File: src/irqtm_cfg.svh
// What this block does
// RL1 - Routing bit 7 makes pin B active low
// RL2 - Routing bit 6 puts awake on pin B
// RL3 - Routing bit 5 puts activity on pin B
// RL4 - Routing bit 4 puts inactivity on pin B
// RL5 - Routing bit 0 puts sample ready on pin B
// RL6 - Rate field 7:5 selects 320 to 5120 Hz
// RL7 - Wake field 4:2 selects 65 to 30720 ms
// RL8 - Timing bits enable external clock and trigger
// RL9 - Autosleep enters wake-up mode on inactivity
// RL10 - Autosleep ignored unless linked or looped
// RL11 - Mode 0 runs both detectors, host acknowledges
// RL12 - Linked mode alternates detectors, host acknowledges
// RL13 - Looped mode alternates detectors, acknowledges internally
// RL14 - Linked or looped needs all axis enables
// RL15 - Measurement bit 3 selects low noise
// RL16 - Bandwidth field 2:0 selects 160 to 2560 Hz
// RL17 - All three registers clear to zero
// RL18 - Routed conditions are ORed onto the pin
// RL19 - Pin floats when nothing is routed
// RL20 - Reserved bits read zero, writes ignored
`ifndef IRQTM_CFG_SVH
`define IRQTM_CFG_SVH

`define IRQTM_ADDR_ROUTE 8'h3C
`define IRQTM_ADDR_TIMING 8'h3D
`define IRQTM_ADDR_MEASUREMENT_CONTROL 8'h3E
`define IRQTM_RESET_VAL 8'h00
`define IRQTM_ROUTE_WMASK 8'hF1

`define IRQTM_ROUTE_POL 7
`define IRQTM_ROUTE_AWAKE 6
`define IRQTM_ROUTE_ACT 5
`define IRQTM_ROUTE_INACT 4
`define IRQTM_ROUTE_READY 0

`define IRQTM_RATE_MSB 7
`define IRQTM_RATE_LSB 5
`define IRQTM_WAKE_MSB 4
`define IRQTM_WAKE_LSB 2
`define IRQTM_EXTERNAL_CLOCK_ENABLE 1
`define IRQTM_EXT_TRIG 0

`define IRQTM_OVR_DIS 7
`define IRQTM_AUTOSLEEP 6
`define IRQTM_SEQ_MSB 5
`define IRQTM_SEQ_LSB 4
`define IRQTM_LOW_NOISE 3
`define IRQTM_BW_MSB 2
`define IRQTM_BW_LSB 0

`define IRQTM_SEQ_DEFAULT 2'h0
`define IRQTM_SEQ_LINKED 2'h1
`define IRQTM_SEQ_LOOPED 2'h2

`define IRQTM_RATE_HZ_0 13'h140
`define IRQTM_RATE_HZ_1 13'h280
`define IRQTM_RATE_HZ_2 13'h500
`define IRQTM_RATE_HZ_3 13'hA00
`define IRQTM_RATE_HZ_4 13'h1400

`define IRQTM_BW_HZ_0 12'hA0
`define IRQTM_BW_HZ_1 12'h140
`define IRQTM_BW_HZ_2 12'h280
`define IRQTM_BW_HZ_3 12'h500
`define IRQTM_BW_HZ_4 12'hA00

`define IRQTM_WAKE_MS_0 15'h41
`define IRQTM_WAKE_MS_1 15'h82
`define IRQTM_WAKE_MS_2 15'h104
`define IRQTM_WAKE_MS_3 15'h280
`define IRQTM_WAKE_MS_4 15'hA00
`define IRQTM_WAKE_MS_5 15'h1400
`define IRQTM_WAKE_MS_6 15'h2800
`define IRQTM_WAKE_MS_7 15'h7800

`endif

File: src/irqtm_pkg.sv
package irqtm_pkg;

  typedef struct packed {
    logic awake;
    logic activity;
    logic inactivity;
    logic sample_ready;
  } irqtm_cond_type;

  typedef struct packed {
    logic wr;
    logic rd;
    logic [7:0] addr;
    logic [7:0] wdata;
  } irqtm_reg_req_type;

  typedef enum logic [1:0] {
    IRQTM_WATCH_ACT = 2'h1,
    IRQTM_WATCH_INACT = 2'h2
  } irqtm_seq_state_type;

endpackage

File: src/irqtm_pin_drv.sv
`timescale 1ns/1ps
`default_nettype none
`include "irqtm_cfg.svh"

module irqtm_pin_drv
  import irqtm_pkg::*;
(
  input wire logic sys_clk_in,
  input wire logic rst_b_in,
  input wire logic [7:0] route_in,
  input wire irqtm_cond_type cond_in,
  output logic pin_out,
  output logic pin_oe_b_out
);

  logic hit;
  logic any_route;

  assign hit = (route_in[`IRQTM_ROUTE_AWAKE] & cond_in.awake)              // see RL2
             | (route_in[`IRQTM_ROUTE_ACT] & cond_in.activity)             // see RL3
             | (route_in[`IRQTM_ROUTE_INACT] & cond_in.inactivity)         // see RL4
             | (route_in[`IRQTM_ROUTE_READY] & cond_in.sample_ready);      // see RL5 RL18
  assign any_route = route_in[`IRQTM_ROUTE_AWAKE] | route_in[`IRQTM_ROUTE_ACT]
                   | route_in[`IRQTM_ROUTE_INACT] | route_in[`IRQTM_ROUTE_READY];

  always_ff @(posedge sys_clk_in or negedge rst_b_in) begin
    if (!rst_b_in) begin
      pin_out <= 1'h0;
      pin_oe_b_out <= 1'h1;
    end else begin
      pin_out <= hit ^ route_in[`IRQTM_ROUTE_POL];  // see RL1
      pin_oe_b_out <= ~any_route;  // see RL19
    end
  end
endmodule
`default_nettype wire

File: src/irqtm_top.sv
`timescale 1ns/1ps
`default_nettype none
`include "irqtm_cfg.svh"

module irqtm_top
  import irqtm_pkg::*;
(
  input wire logic sys_clk_in,
  input wire logic rst_b_in,
  input wire irqtm_reg_req_type reg_req_in,
  input wire irqtm_cond_type cond_in,
  input wire logic [2:0] axis_activity_enable_in,
  input wire logic [2:0] axis_inactivity_enable_in,
  input wire logic status_read_in,
  output logic [7:0] reg_rdata_out,
  output logic irq_pin_b_out,
  output logic irq_pin_b_oe_b_out,
  output logic [2:0] sample_rate_sel_out,
  output logic [12:0] sample_rate_hz_out,
  output logic [2:0] wake_interval_sel_out,
  output logic [14:0] wake_period_ms_out,
  output logic external_clock_enable_out,
  output logic external_trigger_enable_out,
  output logic overrange_disable_out,
  output logic low_noise_out,
  output logic [2:0] bandwidth_sel_out,
  output logic [11:0] bandwidth_hz_out,
  output logic activity_detect_enable_out,
  output logic inactivity_detect_enable_out,
  output logic activity_flag_out,
  output logic inactivity_flag_out,
  output logic wake_mode_enter_out
);

  logic [7:0] route_r;
  logic [7:0] timing_r;
  logic [7:0] measurement_control_r;
  logic [7:0] rdata_nxt;
  logic [12:0] rate_hz_r;
  logic [11:0] bw_hz_r;
  logic [14:0] wake_ms_r;
  logic [1:0] seq_field;
  logic [1:0] seq_mode;
  logic sequenced;
  logic looped;
  irqtm_seq_state_type state_r;
  irqtm_seq_state_type state_nxt;
  logic act_en_r;
  logic inact_en_r;
  logic act_flag_r;
  logic inact_flag_r;
  logic wake_enter_r;
  logic act_hit;
  logic inact_hit;
  irqtm_cond_type pin_cond;

  // Register writes; reserved routing bits never store
  always_ff @(posedge sys_clk_in or negedge rst_b_in) begin
    if (!rst_b_in) begin
      route_r <= `IRQTM_RESET_VAL;  // see RL17
      timing_r <= `IRQTM_RESET_VAL;
      measurement_control_r <= `IRQTM_RESET_VAL;
    end else if (reg_req_in.wr) begin
      unique case (reg_req_in.addr)
        `IRQTM_ADDR_ROUTE: route_r <= reg_req_in.wdata & `IRQTM_ROUTE_WMASK;  // see RL20
        `IRQTM_ADDR_TIMING: timing_r <= reg_req_in.wdata;
        `IRQTM_ADDR_MEASUREMENT_CONTROL: measurement_control_r <= reg_req_in.wdata;
        default: ;
      endcase
    end
  end

  always_comb begin
    rdata_nxt = 8'h00;
    unique case (reg_req_in.addr)
      `IRQTM_ADDR_ROUTE: rdata_nxt = route_r;
      `IRQTM_ADDR_TIMING: rdata_nxt = timing_r;
      `IRQTM_ADDR_MEASUREMENT_CONTROL: rdata_nxt = measurement_control_r;
      default: rdata_nxt = 8'h00;
    endcase
  end

  // Read data one cycle after the read strobe, held until the next read
  always_ff @(posedge sys_clk_in or negedge rst_b_in) begin
    if (!rst_b_in) begin
      reg_rdata_out <= 8'h00;
    end else if (reg_req_in.rd) begin
      reg_rdata_out <= rdata_nxt;
    end
  end

  // Decoded rate, interval and corner; reserved codes give zero
  always_ff @(posedge sys_clk_in or negedge rst_b_in) begin
    if (!rst_b_in) begin
      rate_hz_r <= 13'h0;
      bw_hz_r <= 12'h0;
      wake_ms_r <= 15'h0;
    end else begin
      unique case (timing_r[`IRQTM_RATE_MSB:`IRQTM_RATE_LSB])  // see RL6
        3'h0: rate_hz_r <= `IRQTM_RATE_HZ_0;
        3'h1: rate_hz_r <= `IRQTM_RATE_HZ_1;
        3'h2: rate_hz_r <= `IRQTM_RATE_HZ_2;
        3'h3: rate_hz_r <= `IRQTM_RATE_HZ_3;
        3'h4: rate_hz_r <= `IRQTM_RATE_HZ_4;
        default: rate_hz_r <= 13'h0;
      endcase
      unique case (measurement_control_r[`IRQTM_BW_MSB:`IRQTM_BW_LSB])  // see RL16
        3'h0: bw_hz_r <= `IRQTM_BW_HZ_0;
        3'h1: bw_hz_r <= `IRQTM_BW_HZ_1;
        3'h2: bw_hz_r <= `IRQTM_BW_HZ_2;
        3'h3: bw_hz_r <= `IRQTM_BW_HZ_3;
        3'h4: bw_hz_r <= `IRQTM_BW_HZ_4;
        default: bw_hz_r <= 12'h0;
      endcase
      unique case (timing_r[`IRQTM_WAKE_MSB:`IRQTM_WAKE_LSB])  // see RL7
        3'h0: wake_ms_r <= `IRQTM_WAKE_MS_0;
        3'h1: wake_ms_r <= `IRQTM_WAKE_MS_1;
        3'h2: wake_ms_r <= `IRQTM_WAKE_MS_2;
        3'h3: wake_ms_r <= `IRQTM_WAKE_MS_3;
        3'h4: wake_ms_r <= `IRQTM_WAKE_MS_4;
        3'h5: wake_ms_r <= `IRQTM_WAKE_MS_5;
        3'h6: wake_ms_r <= `IRQTM_WAKE_MS_6;
        3'h7: wake_ms_r <= `IRQTM_WAKE_MS_7;
      endcase
    end
  end

  // Sequencing falls back to concurrent without every axis enabled
  assign seq_field = measurement_control_r[`IRQTM_SEQ_MSB:`IRQTM_SEQ_LSB];
  assign sequenced = ((seq_field == `IRQTM_SEQ_LINKED) || (seq_field == `IRQTM_SEQ_LOOPED))
                   && (&axis_activity_enable_in) && (&axis_inactivity_enable_in);  // see RL14
  assign seq_mode = sequenced ? seq_field : `IRQTM_SEQ_DEFAULT;
  assign looped = (seq_mode == `IRQTM_SEQ_LOOPED);
  assign act_hit = cond_in.activity & act_en_r;
  assign inact_hit = cond_in.inactivity & inact_en_r;

  always_comb begin
    state_nxt = state_r;
    if (!sequenced) begin
      state_nxt = IRQTM_WATCH_ACT;
    end else begin
      unique case (state_r)
        IRQTM_WATCH_ACT: if (act_hit) state_nxt = IRQTM_WATCH_INACT;  // see RL12 RL13
        IRQTM_WATCH_INACT: if (inact_hit) state_nxt = IRQTM_WATCH_ACT;
        default: state_nxt = IRQTM_WATCH_ACT;
      endcase
    end
  end

  always_ff @(posedge sys_clk_in or negedge rst_b_in) begin
    if (!rst_b_in) begin
      state_r <= IRQTM_WATCH_ACT;
      act_en_r <= 1'h1;
      inact_en_r <= 1'h1;
    end else begin
      state_r <= state_nxt;
      act_en_r <= !sequenced || (state_nxt == IRQTM_WATCH_ACT);  // see RL11 RL12
      inact_en_r <= !sequenced || (state_nxt == IRQTM_WATCH_INACT);
    end
  end

  // Sticky flags, self-cleared each cycle in looped mode; a new event beats the clear
  always_ff @(posedge sys_clk_in or negedge rst_b_in) begin
    if (!rst_b_in) begin
      act_flag_r <= 1'h0;
      inact_flag_r <= 1'h0;
    end else begin
      if (act_hit) begin
        act_flag_r <= 1'h1;
      end else if (looped || status_read_in) begin
        act_flag_r <= 1'h0;  // see RL11 RL12 RL13
      end
      if (inact_hit) begin
        inact_flag_r <= 1'h1;
      end else if (looped || status_read_in) begin
        inact_flag_r <= 1'h0;  // see RL11 RL12 RL13
      end
    end
  end

  always_ff @(posedge sys_clk_in or negedge rst_b_in) begin
    if (!rst_b_in) begin
      wake_enter_r <= 1'h0;
    end else begin
      wake_enter_r <= measurement_control_r[`IRQTM_AUTOSLEEP] && sequenced && inact_hit;  // see RL9 RL10
    end
  end

  assign pin_cond.awake = cond_in.awake;
  assign pin_cond.activity = act_flag_r;
  assign pin_cond.inactivity = inact_flag_r;
  assign pin_cond.sample_ready = cond_in.sample_ready;

  irqtm_pin_drv u_pin_b (
    .sys_clk_in(sys_clk_in),
    .rst_b_in(rst_b_in),
    .route_in(route_r),
    .cond_in(pin_cond),
    .pin_out(irq_pin_b_out),
    .pin_oe_b_out(irq_pin_b_oe_b_out)
  );

  assign sample_rate_sel_out = timing_r[`IRQTM_RATE_MSB:`IRQTM_RATE_LSB];
  assign sample_rate_hz_out = rate_hz_r;
  assign wake_interval_sel_out = timing_r[`IRQTM_WAKE_MSB:`IRQTM_WAKE_LSB];
  assign wake_period_ms_out = wake_ms_r;
  assign external_clock_enable_out = timing_r[`IRQTM_EXTERNAL_CLOCK_ENABLE];  // see RL8
  assign external_trigger_enable_out = timing_r[`IRQTM_EXT_TRIG];  // see RL8
  assign overrange_disable_out = measurement_control_r[`IRQTM_OVR_DIS];
  assign low_noise_out = measurement_control_r[`IRQTM_LOW_NOISE];  // see RL15
  assign bandwidth_sel_out = measurement_control_r[`IRQTM_BW_MSB:`IRQTM_BW_LSB];
  assign bandwidth_hz_out = bw_hz_r;
  assign activity_detect_enable_out = act_en_r;
  assign inactivity_detect_enable_out = inact_en_r;
  assign activity_flag_out = act_flag_r;
  assign inactivity_flag_out = inact_flag_r;
  assign wake_mode_enter_out = wake_enter_r;
endmodule
`default_nettype wire
File: config.mk
export PLATFORM = sky130hd
export DESIGN_NAME = irqtm_top
export DESIGN_NICKNAME = d
export VERILOG_FILES = /design/src/irqtm_pkg.sv /design/src/irqtm_pin_drv.sv /design/src/irqtm_top.sv
export VERILOG_INCLUDE_DIRS = /design/src
export SDC_FILE = /design/constraint.sdc
export NUM_CORES = 1
export LEC_CHECK = 0
export CAP_MARGIN = 20
export CORE_MARGIN = 8
export CORE_UTILIZATION = 50
export CTS_BUF_LIST = sky130_fd_sc_hd__clkbuf_4
export DETAILED_ROUTE_END_ITERATION = 10
export DONT_BUFFER_PORTS = 1
export PLACE_DENSITY = 0.62
export SLEW_MARGIN = 10
export SYNTH_ARGS = -nofsm -noshare
export SYNTH_HDL_FRONTEND = slang
export SYNTH_SLANG_ARGS = --single-unit
File: constraint.sdc
create_clock -name sys_clk_in -period 2.8 [get_ports sys_clk_in]
set_input_delay 0.56 -clock sys_clk_in [delete_from_list [all_inputs] [get_ports sys_clk_in]]
set_output_delay 0.56 -clock sys_clk_in [all_outputs]
set_load 0.05 [all_outputs]
=== Yosys cells after proc, flatten, opt, wreduce, memory -nomap -nowiden ===
Memories as Yosys holds them, arrays and structs flattened. A register that Yosys moved wholly into a read port is not among the register bits.
Index checks and enable logic that the tools add are counted.

* Register bits: 78
* Output and inout bits: 68
* Memories: 1
* Bits of input ports: 31
* Memory bits (read-only): 96

{| class="wikitable"
|+ Memory list
! name !! depth !! width !! rd ports !! clocked after memory_dff !! wr ports !! line !! source
|-
| (name not given) || 8 || 12 || 1 || 1 || 0 || irqtm_top.sv:115 || <nowiki>unique case (timing_r[`IRQTM_WAKE_MSB:`IRQTM_WAKE_LSB])</nowiki>
|}

* Reductions and logical operators: 19
* Equal/unequal tests: 18
* Bitwise operators: 14
* Mux-type cells: 11

{| class="wikitable"
|+ Operators by type and width
! cell !! number
|-
| $pmux W13 S5 || 1
|-
| $pmux W12 S5 || 1
|-
| $eq A8 B6 Y1 const B || 3
|-
| $pmux W8 S3 || 1
|-
| $eq A3 B2 Y1 const B || 4
|-
| $eq A2 B2 Y1 const B || 4
|-
| $mux W2 || 4
|-
| $and A1 B1 Y1 || 6
|-
| $eq A2 B1 Y1 const B || 3
|-
| $eq A3 B1 Y1 const B || 2
|-
| $eq A3 B3 Y1 const B || 2
|-
| $logic_not A3 Y1 || 2
|-
| $or A1 B1 Y1 || 6
|-
| $reduce_and A2 Y1 || 3
|-
| $reduce_and A3 Y1 || 2
|-
| $logic_and A1 B1 Y1 || 4
|-
| $logic_or A1 B1 Y1 || 4
|-
| $pmux W2 S2 || 1
|-
| $reduce_bool A2 Y1 || 2
|-
| $mux W1 || 3
|-
| $logic_not A1 Y1 || 2
|-
| $not A1 Y1 || 1
|-
| $xor A1 B1 Y1 || 1
|}

=== Logic depth before layout (Yosys ltp) ===
Gate-level depths: netlist of the first run.

* Depth in word-level cells: 9
* Mapped depth: 6
* Depth with buffers taken out: 5

=== Cells and area by module ===
A second synthesis of the first run with hierarchy kept.

* Cells, all modules: 220
* Area total of the unflattened synthesis: 2687.6 µm²

{| class="wikitable"
|+ By module, submodules not included
! module !! cells each !! seq. area each (µm²) !! times used !! area an instance (µm²)
|-
| irqtm_top || 214 || 1505.2 || 1 || 2597.5
|-
| irqtm_pin_drv || 6 || 51.3 || 1 || 90.1
|}

=== Worst setup path before layout of the first run ===
OpenSTA, ideal clock, no wires.

* Path kind: input to register
* From: in reg_req_in[9] (netlist name)
* To: reg measurement_control_r[0]
* Required time: 2.675 ns
* Arrival time: 1.566 ns
* Cell stages on the path: 6
* Setup slack: 1.109 ns
* Library setup time: 0.125 ns
* Cell sequence: buf_6 -> nor2b_4 -> buf_6 -> and4_4 -> buf_6 -> mux2_4

* Word-level cells in the longest chain between the ends: 2

{| class="wikitable"
|+ RTL lines
! what !! line !! source
|-
| start: declaration || irqtm_top.sv:10 || <nowiki>input wire irqtm_reg_req_type reg_req_in,</nowiki>
|-
| $eq A8 B6 Y1 || irqtm_top.sv:64 || <nowiki>unique case (reg_req_in.addr)</nowiki>
|-
| $reduce_and A2 Y1 (no source line) || -- ||
|-
| end signal: assignment || irqtm_top.sv:62 || <nowiki>measurement_control_r <= `IRQTM_RESET_VAL;</nowiki>
|-
| end signal: assignment || irqtm_top.sv:67 || <nowiki>`IRQTM_ADDR_MEASUREMENT_CONTROL: measurement_control_r <= reg_req_in.wdata;</nowiki>
|-
| end: declaration || irqtm_top.sv:37 || <nowiki>logic [7:0] measurement_control_r;</nowiki>
|}

No other way between the ends.
A chain may end at the register's enable or synchronous reset.

==> metrics.txt, run 1 <==
largest net degree at the start of global routing=between 60 and 70; crit path max fanout=2; Final ANT Viol Nets=0; Initial Utilization=about half; required time at the endpoint of the critical path=between 2000 and 2500 ps; headroom to the max-slew limit=a little over two fifths; met2 wire length=2.80 mm; first-pass GRT wire length=8.67 mm; slew at the pin closest to its max-slew limit=around 900 ps; initial antenna violation count=0; Worst R2R End=inactivity_detect_enable_out; number of I/O port buffers=0; clock transition at the registers of the reported paths=90 ps; leading register cell type out of synthesis=dfrtp_1; antenna fix cells=0; number of sinks handled by clock tree synthesis=62; drt pass-1 iters=4; post-route setup TNS=0 ps; class of the tightest hold or removal check=input port to async pin; number of DRC markers in iteration 0=36; die area=between 8000 and 9000 um^2; Syn Area/Cell=12.9 um^2; critical path depth in cells=0; maximum achievable frequency=532 MHz; number of distinct library cells after synthesis=between 40 and 50; die outline width=89.6 um; Final HPWL DP=4.21 mm; instance count of the mapped netlist=210; placeable core area=~5400 um^2; standby leakage power=approximately 0.0013 uW; yosys warns=0; number of flops mapped to enable cells by yosys=0; count of endpoints failing hold in the final timing report=0; proportion of register bits with asynchronous set or reset after synthesis=between 90% and 100%; reg2reg setup slack=1180 ps; Root Driver=clkbuf_4; worst ir drop on vdd=~0.00026 V; wire length on met1=between 2 and 2.5 mm; maximum clock insertion buffer count=2; Register-to-Register Path Depth=5; fraction of the cycle the final worst path needs=between 60% and 70%; number of H-tree branching levels=3; vias in the first global route=around 1.6k; unrepaired setup endpoints after global routing=no; total gr overflow=0; Total Wirelength=5.59 mm; signed area change from the synthesized netlist to the final layout=2.73%; maximum clock skew at final layout=roughly 12 ps; clock insertion delay at the later pin of the skew report=slightly below 400 ps; drt wl/cell=19.5 um; Setup CP Type=flop to output port; power density over the cells=slightly above 600 nW/um^2; total CTS buffers=9; number of synthesized register bits=slightly above 60; launching point of the worst reg2reg path=state_r[0]; sequential cell area fraction in the yosys report=57.5%; reported max-cap violation count=0; number of remaining DRC errors=0; number of nets in the final layout=approximately 240; DR top layer=met4; result of the run=finished, final reports clean; y dimension of the die=~90 um; post-cts repair resize count=0; post-synthesis instance area=about 2700 um^2; clock period minus final worst setup slack=roughly 1900 ps; max-slew violation total from the final report=0; startpoint class of the critical path=flop; Vias=~1.5k; met3 wire length=roughly 600 um; final RePlAce weighted congestion=around 0.77; CTS tree=built; final setup violation count=0; via-per-instance ratio=about 5.4; layout filler cell count=around 450; combined global-route utilization of all metal layers=14.9%; arrival time of the worst setup path=roughly 1300 ps; pre-CTS setup slack=937 ps; fraction of final layout cells with drive strength greater than 1=around a fifth; I/O pin total=99; standard-cell rows=27; Crit. End Element=output port; final setup margin=roughly 900 ps
[routing by layer]
metal,global-route usage [%],vias up
met5,0,-
met4,8.31,0
met3,6.64,11
met2,24.1,58
met1,15.9,763
li1,-,711
[power breakdown]
| part | switching [uW] | internal [uW] |
|---|---|---|
| sequential | 172 | 934 |
| clock | 288 | 201 |
| combinational | 85.6 | 46.9 |
[worst max-delay path by stage]
stage / start / end / slack [ps]
2_1_floorplan: reg_req_in[9] / measurement_control_r[0] / 1110
3_5_place_dp: reg_req_in[14] / timing_r[6] / 940
6_report: wake_period_ms_out[8] / wake_period_ms_out[2] / 920
4_1_cts: wake_period_ms_out[8] / wake_period_ms_out[2] / 880
5_1_grt: wake_period_ms_out[8] / wake_period_ms_out[8] / 850
3_3_place_gp: reg_req_in[14] / timing_r[4] / 990
[cell usage in the layout (no fill, tap or decap), types with 3 or more instances in the layout]
cell,count
clkbuf_4,12
inv_1,5
mux2_2,13
a2bb2oi_1,5
o2bb2ai_1,4
dfrtp_1,58
o21ai_0,4
xnor2_1,4
nor3_1,5
nand2_1,12
a22oi_1,3
clkinv_1,3
dfstp_2,4
nand2b_1,4
nor2_1,7
nor2b_1,5
mux2_4,8
conb_1,14
mux2i_1,5
o31ai_1,4
and2_1,7
[logic make-up (layout without fill, tap and decap cells)]
logic type	Yosys count	after routing	synth area share, %
flip-flops	62	62	57.5
AND/OR/NAND/NOR	55	55	12.0
AO/OA/AOI/OAI	30	30	8.50
buffers and inverters	30	22	8.04
multiplexers	26	26	11.7
XOR/XNOR	4	4	1.29
adder cells (fa/ha/maj)	2	2	0.924
other	1	14	0.138
[timing repair]
action	4_1_cts	5_1_grt
endpoints found under the hold margin	62	0
hold buffers	1	0
setup buffers	0	0
[flip-flops by register name (all words and copies together), names as in the netlist]
| signal | flops |
|---|---|
| state_r | 2 |
| measurement_control_r | 8 |
| wake_mode_enter_out | 1 |
| activity_detect_enable_out | 1 |
| activity_flag_out | 1 |
| sample_rate_hz_out | 7 |
| u_pin_b.pin_out | 1 |
| bandwidth_hz_out | 7 |
| wake_period_ms_out | 10 |
| route_r | 5 |
| inactivity_flag_out | 1 |
| u_pin_b.pin_oe_b_out | 1 |
| reg_rdata_out | 8 |
| inactivity_detect_enable_out | 1 |
| timing_r | 8 |
[per-stage QoR]
step / area [um^2] / hold WS [ps] / power [uW] / util (%) / instances
floorplan: 2760 / 264 / 1240 / - / 223
global placement: 2650 / 266 / 1230 / 49.4 / 271
detailed placement: 2650 / 266 / 1240 / 49.4 / 271
CTS: 2780 / 11.9 / 1750 / 51.8 / 287
global route: 2780 / 13.4 / 1820 / 51.8 / 287
finish: 2780 / 21.0 / 1730 / 51.8 / 287
[layout make-up]
cell class                 instances  area (um^2)  area share, %
tap                               72         90.1           3.24
clock inverter                     3         12.5          0.450
sequential                        62         1560           55.9
inverter                           6         22.5          0.809
clock buffer                      12         90.1           3.24
multi-input combinational        131          983           35.3
timing repair buffer               1         27.5          0.989
[Yosys cell counts (all sizes together) (2+ instances only)]
master,count,area [um^2]
dfrtp,58,1450
buf,24,195
mux2,21,267
nand2,12,45.0
and2,7,43.8
nor2,7,26.3
nor2b,7,58.8
a2bb2oi,5,43.8
inv,5,18.8
mux2i,5,50.1
nor3,5,25.0
dfstp,4,105
nand2b,4,25.0
o21ai,4,20.0
o2bb2ai,4,35.0
o31ai,4,30.0
xnor2,4,35.0
a22oi,3,22.5
a21boi,2,15.0
and4,2,20.0
ha,2,25.0
nand4,2,12.5
nor3b,2,15.0
Power figures use the tool's default switching activity.
==> inputs of run 2 (changes only) <==
- clock period: 2.8 -> 1.83 ns (I/O delays scaled with it)
==> metrics.txt, run 2 (synthesis gave the netlist of run 1 again) <==
result of the run=finished, final reports clean; number of nets in the final layout=255; unrepaired setup endpoints after global routing=no; count of placed standard cells including taps=~280; fraction of the cycle the final worst path needs=~90%; drt pass-1 iters=4; number of sinks handled by clock tree synthesis=between 60 and 70; Final HPWL DP=around 4.4 mm; power density over the cells=935 nW/um^2; Setup CP Type=flop to flop; y dimension of the die=89.6 um; maximum clock insertion buffer count=2; number of setup buffers added after CTS=0; via-per-instance ratio=between 5 and 6; maximum achievable frequency=~600 MHz; number of I/O port buffers=0; hold buffer count at CTS=2; post-route setup TNS=0 ps; final setup violation count=0; number of H-tree branching levels=3; worst ir drop on vdd=between 0.0005 and 0.0006 V; area of all placed cells without fillers=around 2900 um^2; number of DRC markers in iteration 0=29; largest net degree at the start of global routing=63; first-pass GRT wire length=around 9 mm; startpoint class of the critical path=flop; initial antenna violation count=0; layout filler cell count=between 400 and 500; final RePlAce weighted congestion=0.793; Final ANT Viol Nets=0; antenna fix cells=0; clock insertion delay at the later pin of the skew report=slightly below 400 ps; drt wl/cell=just under 20 um; class of the tightest hold or removal check=input port to flop; post-cts repair resize count=0; CTS tree=built; Root Driver=clkbuf_4; DR top layer=met4; slew at the pin closest to its max-slew limit=approximately 690 ps; signed area change from the synthesized netlist to the final layout=6.00%; number of flip-flops under the largest register name=10; die area=between 8000 and 9000 um^2; wire length on met1=around 2.2 mm; maximum clock skew at final layout=around 15 ps; post-placement cell area=2730 um^2; vias in the first global route=between 1.5k and 2k; reg2reg setup slack=approximately 170 ps; standard-cell rows=27; fraction of final layout cells with drive strength greater than 1=between 20% and 30%; number of remaining DRC errors=0; placeable core area=5370 um^2; required time at the endpoint of the critical path=2170 ps; non-filler cells in the finished layout=299; total gr overflow=0; met3 wire length=642 um; arrival time of the worst setup path=1990 ps; crit path max fanout=5; Vias=between 1.5k and 2k; Initial Utilization=50.4%; Total Wirelength=a little under 6 mm; clock transition at the registers of the reported paths=about 100 ps; headroom to the max-slew limit=53.8%; total CTS buffers=9; leading cell type in the layout, fill and taps excluded=dfrtp_1; Crit. End Element=flop; die outline width=about 90 um; combined global-route utilization of all metal layers=between 10% and 20%; max-slew violation total from the final report=0; standby leakage power=between 0.001 and 0.0015 uW; I/O pin total=99; met2 wire length=between 2 and 3 mm; clock period minus final worst setup slack=between 1500 and 2000 ps; count of endpoints failing hold in the final timing report=0; reported max-cap violation count=0; most frequent cells in the layout=58 x dfrtp_1, 14 x conb_1, 13 x mux2_2, 12 x nand2_1, 12 x clkbuf_4
## run 2: worst paths after layout
kind / startpoint / endpoint / cells after the start
worst min-delay path: reg_req_in[16] / reg_rdata_out[7] / 1
min in group asynchronous: rst_b_in / bandwidth_hz_out[6] / 2
worst max-delay path: state_r[0] / inactivity_detect_enable_out / 5
worst max register to register: state_r[0] / inactivity_detect_enable_out / 5
max in group asynchronous: rst_b_in / activity_detect_enable_out / 2
worst min register to register: route_r[5] / u_pin_b.pin_oe_b_out / 1
## run 2: per-stage QoR
stage | power, uW | hold WS [ps] | worst slack, ps | util [%]
after detailed placement | 1920 | 72.3 | 169 | 50.8
final | 2690 | 67.2 | 175 | 53.5
after global placement | 1910 | 72.3 | 208 | 50.8
after global routing | 2820 | 47.0 | 113 | 53.5
after CTS | 2720 | 43.3 | 185 | 53.5
after floorplan | 1900 | 70.4 | 333 | -
## run 2: worst max-delay path, stage by stage, from the launching register on
cell      delay [ps]
dfstp_2          580
inv_1             50
ha_1             330
nand3b_1         190
o22ai_1          250
a31o_2           200
## run 2: area by class of cell
type / count / area, um^2 / area share, %
Timing Repair Buffer: 12 / 113 / 3.92
Sequential cell: 62 / 1560 / 54.2
Inverter: 6 / 22.5 / 0.784
Clock buffer: 12 / 90.1 / 3.14
Clock inverter: 4 / 16.3 / 0.566
Multi-Input combinational cell: 131 / 983 / 34.2
Tap cell: 72 / 90.1 / 3.14
## run 2: power by group
part           switching [uW]  internal [uW]
sequential                204           1430
combinational             197           88.2
clock                     454            311
total                     855           1830
## run 2: routing by layer
| layer | GRT usage (%) | vias to the layer above |
|---|---|---|
| met5 | 0 | - |
| li1 | - | 728 |
| met3 | 7.01 | 11 |
| met1 | 16.4 | 803 |
| met2 | 25.7 | 61 |
| met4 | 7.85 | 0 |
==> inputs of run 3 (changes only) <==
==> constraint.sdc (replaced) <==
create_clock -name sys_clk_in -period 1.83 [get_ports sys_clk_in]
set_input_delay 0.183 -clock sys_clk_in [delete_from_list [all_inputs] [get_ports sys_clk_in]]
set_output_delay 0.183 -clock sys_clk_in [all_outputs]
set_load 0.05 [all_outputs]
==> metrics.txt, run 3 (synthesis gave the netlist of run 1 again) <==
maximum clock skew at final layout=roughly 14 ps; die area=roughly 8000 um^2; initial antenna violation count=0; Root Driver=clkbuf_4; number of remaining DRC errors=0; max-slew violation total from the final report=0; number of H-tree branching levels=3; final RePlAce weighted congestion=0.768; class of the tightest hold or removal check=input port to flop; count of endpoints failing hold in the final timing report=0; category of cells accounting for the largest share of critical-path delay=flip-flops; Final HPWL DP=4.35 mm; vias in the first global route=between 1.5k and 2k; CTS tree=built; signed area change from the synthesized netlist to the final layout=12.2%; antenna fix cells=0; maximum achievable frequency=a little under 600 MHz; required time at the endpoint of the critical path=roughly 2200 ps; area of all placed cells without fillers=3040 um^2; combined global-route utilization of all metal layers=between 15 and 20%; maximum clock insertion buffer count=2; startpoint class of the critical path=flop; headroom to the max-slew limit=54.6%; leading cell type in the layout, fill and taps excluded=dfrtp_1; fraction of the cycle the final worst path needs=92.8%; post-route setup TNS=0 ps; final total power=2850 uW; post-placement cell area=about 2700 um^2; die outline width=between 80 and 90 um; I/O pin total=between 90 and 100; number of sinks handled by clock tree synthesis=between 60 and 70; total CTS buffers=9; final setup violation count=0; placeable core area=between 5000 and 6000 um^2; Setup CP Type=flop to flop; first-pass GRT wire length=~9.4 mm; via-per-instance ratio=about 5.4; arrival time of the worst setup path=approximately 2100 ps; number of nets in the final layout=between 200 and 300; Final ANT Viol Nets=0; Initial Utilization=50.4%; Max stage delay on crit path=a little under 600 ps; standard-cell rows=27; total gr overflow=0; most frequent cells in the layout=57 x dfrtp_1, 14 x conb_1, 14 x dlygate4sd3_1, 13 x mux2_2; clock transition at the registers of the reported paths=~110 ps; unrepaired setup endpoints after global routing=no; number of flip-flops under the largest register name=10; largest net degree at the start of global routing=63; Vias=between 1.5k and 2k; non-filler cells in the finished layout=about 310; reported max-cap violation count=0; power density over the cells=938 nW/um^2; slowest library cell on the worst path=dfstp_2; number of setup buffers added after CTS=0; worst ir drop on vdd=about 0.00044 V; number of I/O port buffers=0; hold_ws=approximately 24 ps; fraction of final layout cells with drive strength greater than 1=24.0%; crit path max fanout=5; count of placed standard cells including taps=roughly 280; cells along the critical path=inv_1, ha_1, nand3b_1, o22ai_1, a31o_2; slew at the pin closest to its max-slew limit=approximately 680 ps; Critical path buffers and inverters=1; drt pass-1 iters=6; Total Wirelength=6.03 mm; clock period minus final worst setup slack=1700 ps; result of the run=finished, final reports clean; y dimension of the die=~90 um; clock insertion delay at the later pin of the skew report=about 400 ps; drt wl/cell=19.2 um; standby leakage power=0.00144 uW; number of DRC markers in iteration 0=32; Crit. End Element=flop
-- run 3: per-layer routing --
| metal | vias to the layer above | part of all wire (%) | GRT usage [%] |
|---|---|---|---|
| met2 | 72 | 52 | 27.4 |
| met4 | 0 | 1.5 | 6.50 |
| met1 | 864 | 37 | 17.0 |
| li1 | 763 | - | - |
| met5 | - | 0 | 0 |
| met3 | 9 | 9.5 | 5.91 |
-- run 3: repair_timing --
action / 4_1_cts / 5_1_grt
hold buffers: 15 / 0
endpoints found under the hold margin: 86 / 0
endpoints found under the setup margin: 0 / 1
resized for setup: 0 / 1
-- run 3: final cells by class --
type | count | area, um^2
multi-input combinational | 131 | 983
fill | 438 | 2330
clock buffer | 10 | 75.1
clock inverter | 6 | 52.6
inverter | 6 | 22.5
timing repair buffer | 27 | 258
tap | 72 | 90.1
sequential | 62 | 1560
-- run 3: power breakdown --
group | leakage (uW) | internal (uW) | switching (uW) | total [uW]
clock | 0.0000750 | 417 | 482 | 899
sequential | 0.000815 | 1430 | 188 | 1620
combinational | 0.000554 | 108 | 224 | 332
total | 0.00144 | 1960 | 894 | 2850
-- run 3: per-stage QoR --
| step | utilization [%] | worst slack (ps) |
|---|---|---|
| floorplan | - | 349 |
| global placement | 51.1 | 327 |
| detailed placement | 51.1 | 185 |
| CTS | 56.6 | 101 |
| global route | 56.6 | 13.9 |
| finish | 56.6 | 132 |
-- run 3: path summary, 6_finish.rpt --
kind / startpoint / endpoint / slack [ps] / depth (start not counted)
min: reg_req_in[16] / reg_rdata_out[6] / 20 / 2
max in group asynchronous: rst_b_in / u_pin_b.pin_oe_b_out / 1210 / 2
max reg2reg: state_r[0] / inactivity_detect_enable_out / 130 / 5
max: state_r[0] / inactivity_detect_enable_out / 130 / 5
min in group asynchronous: rst_b_in / bandwidth_hz_out[8] / 320 / 2
min reg2reg: route_r[5] / u_pin_b.pin_oe_b_out / 470 / 1
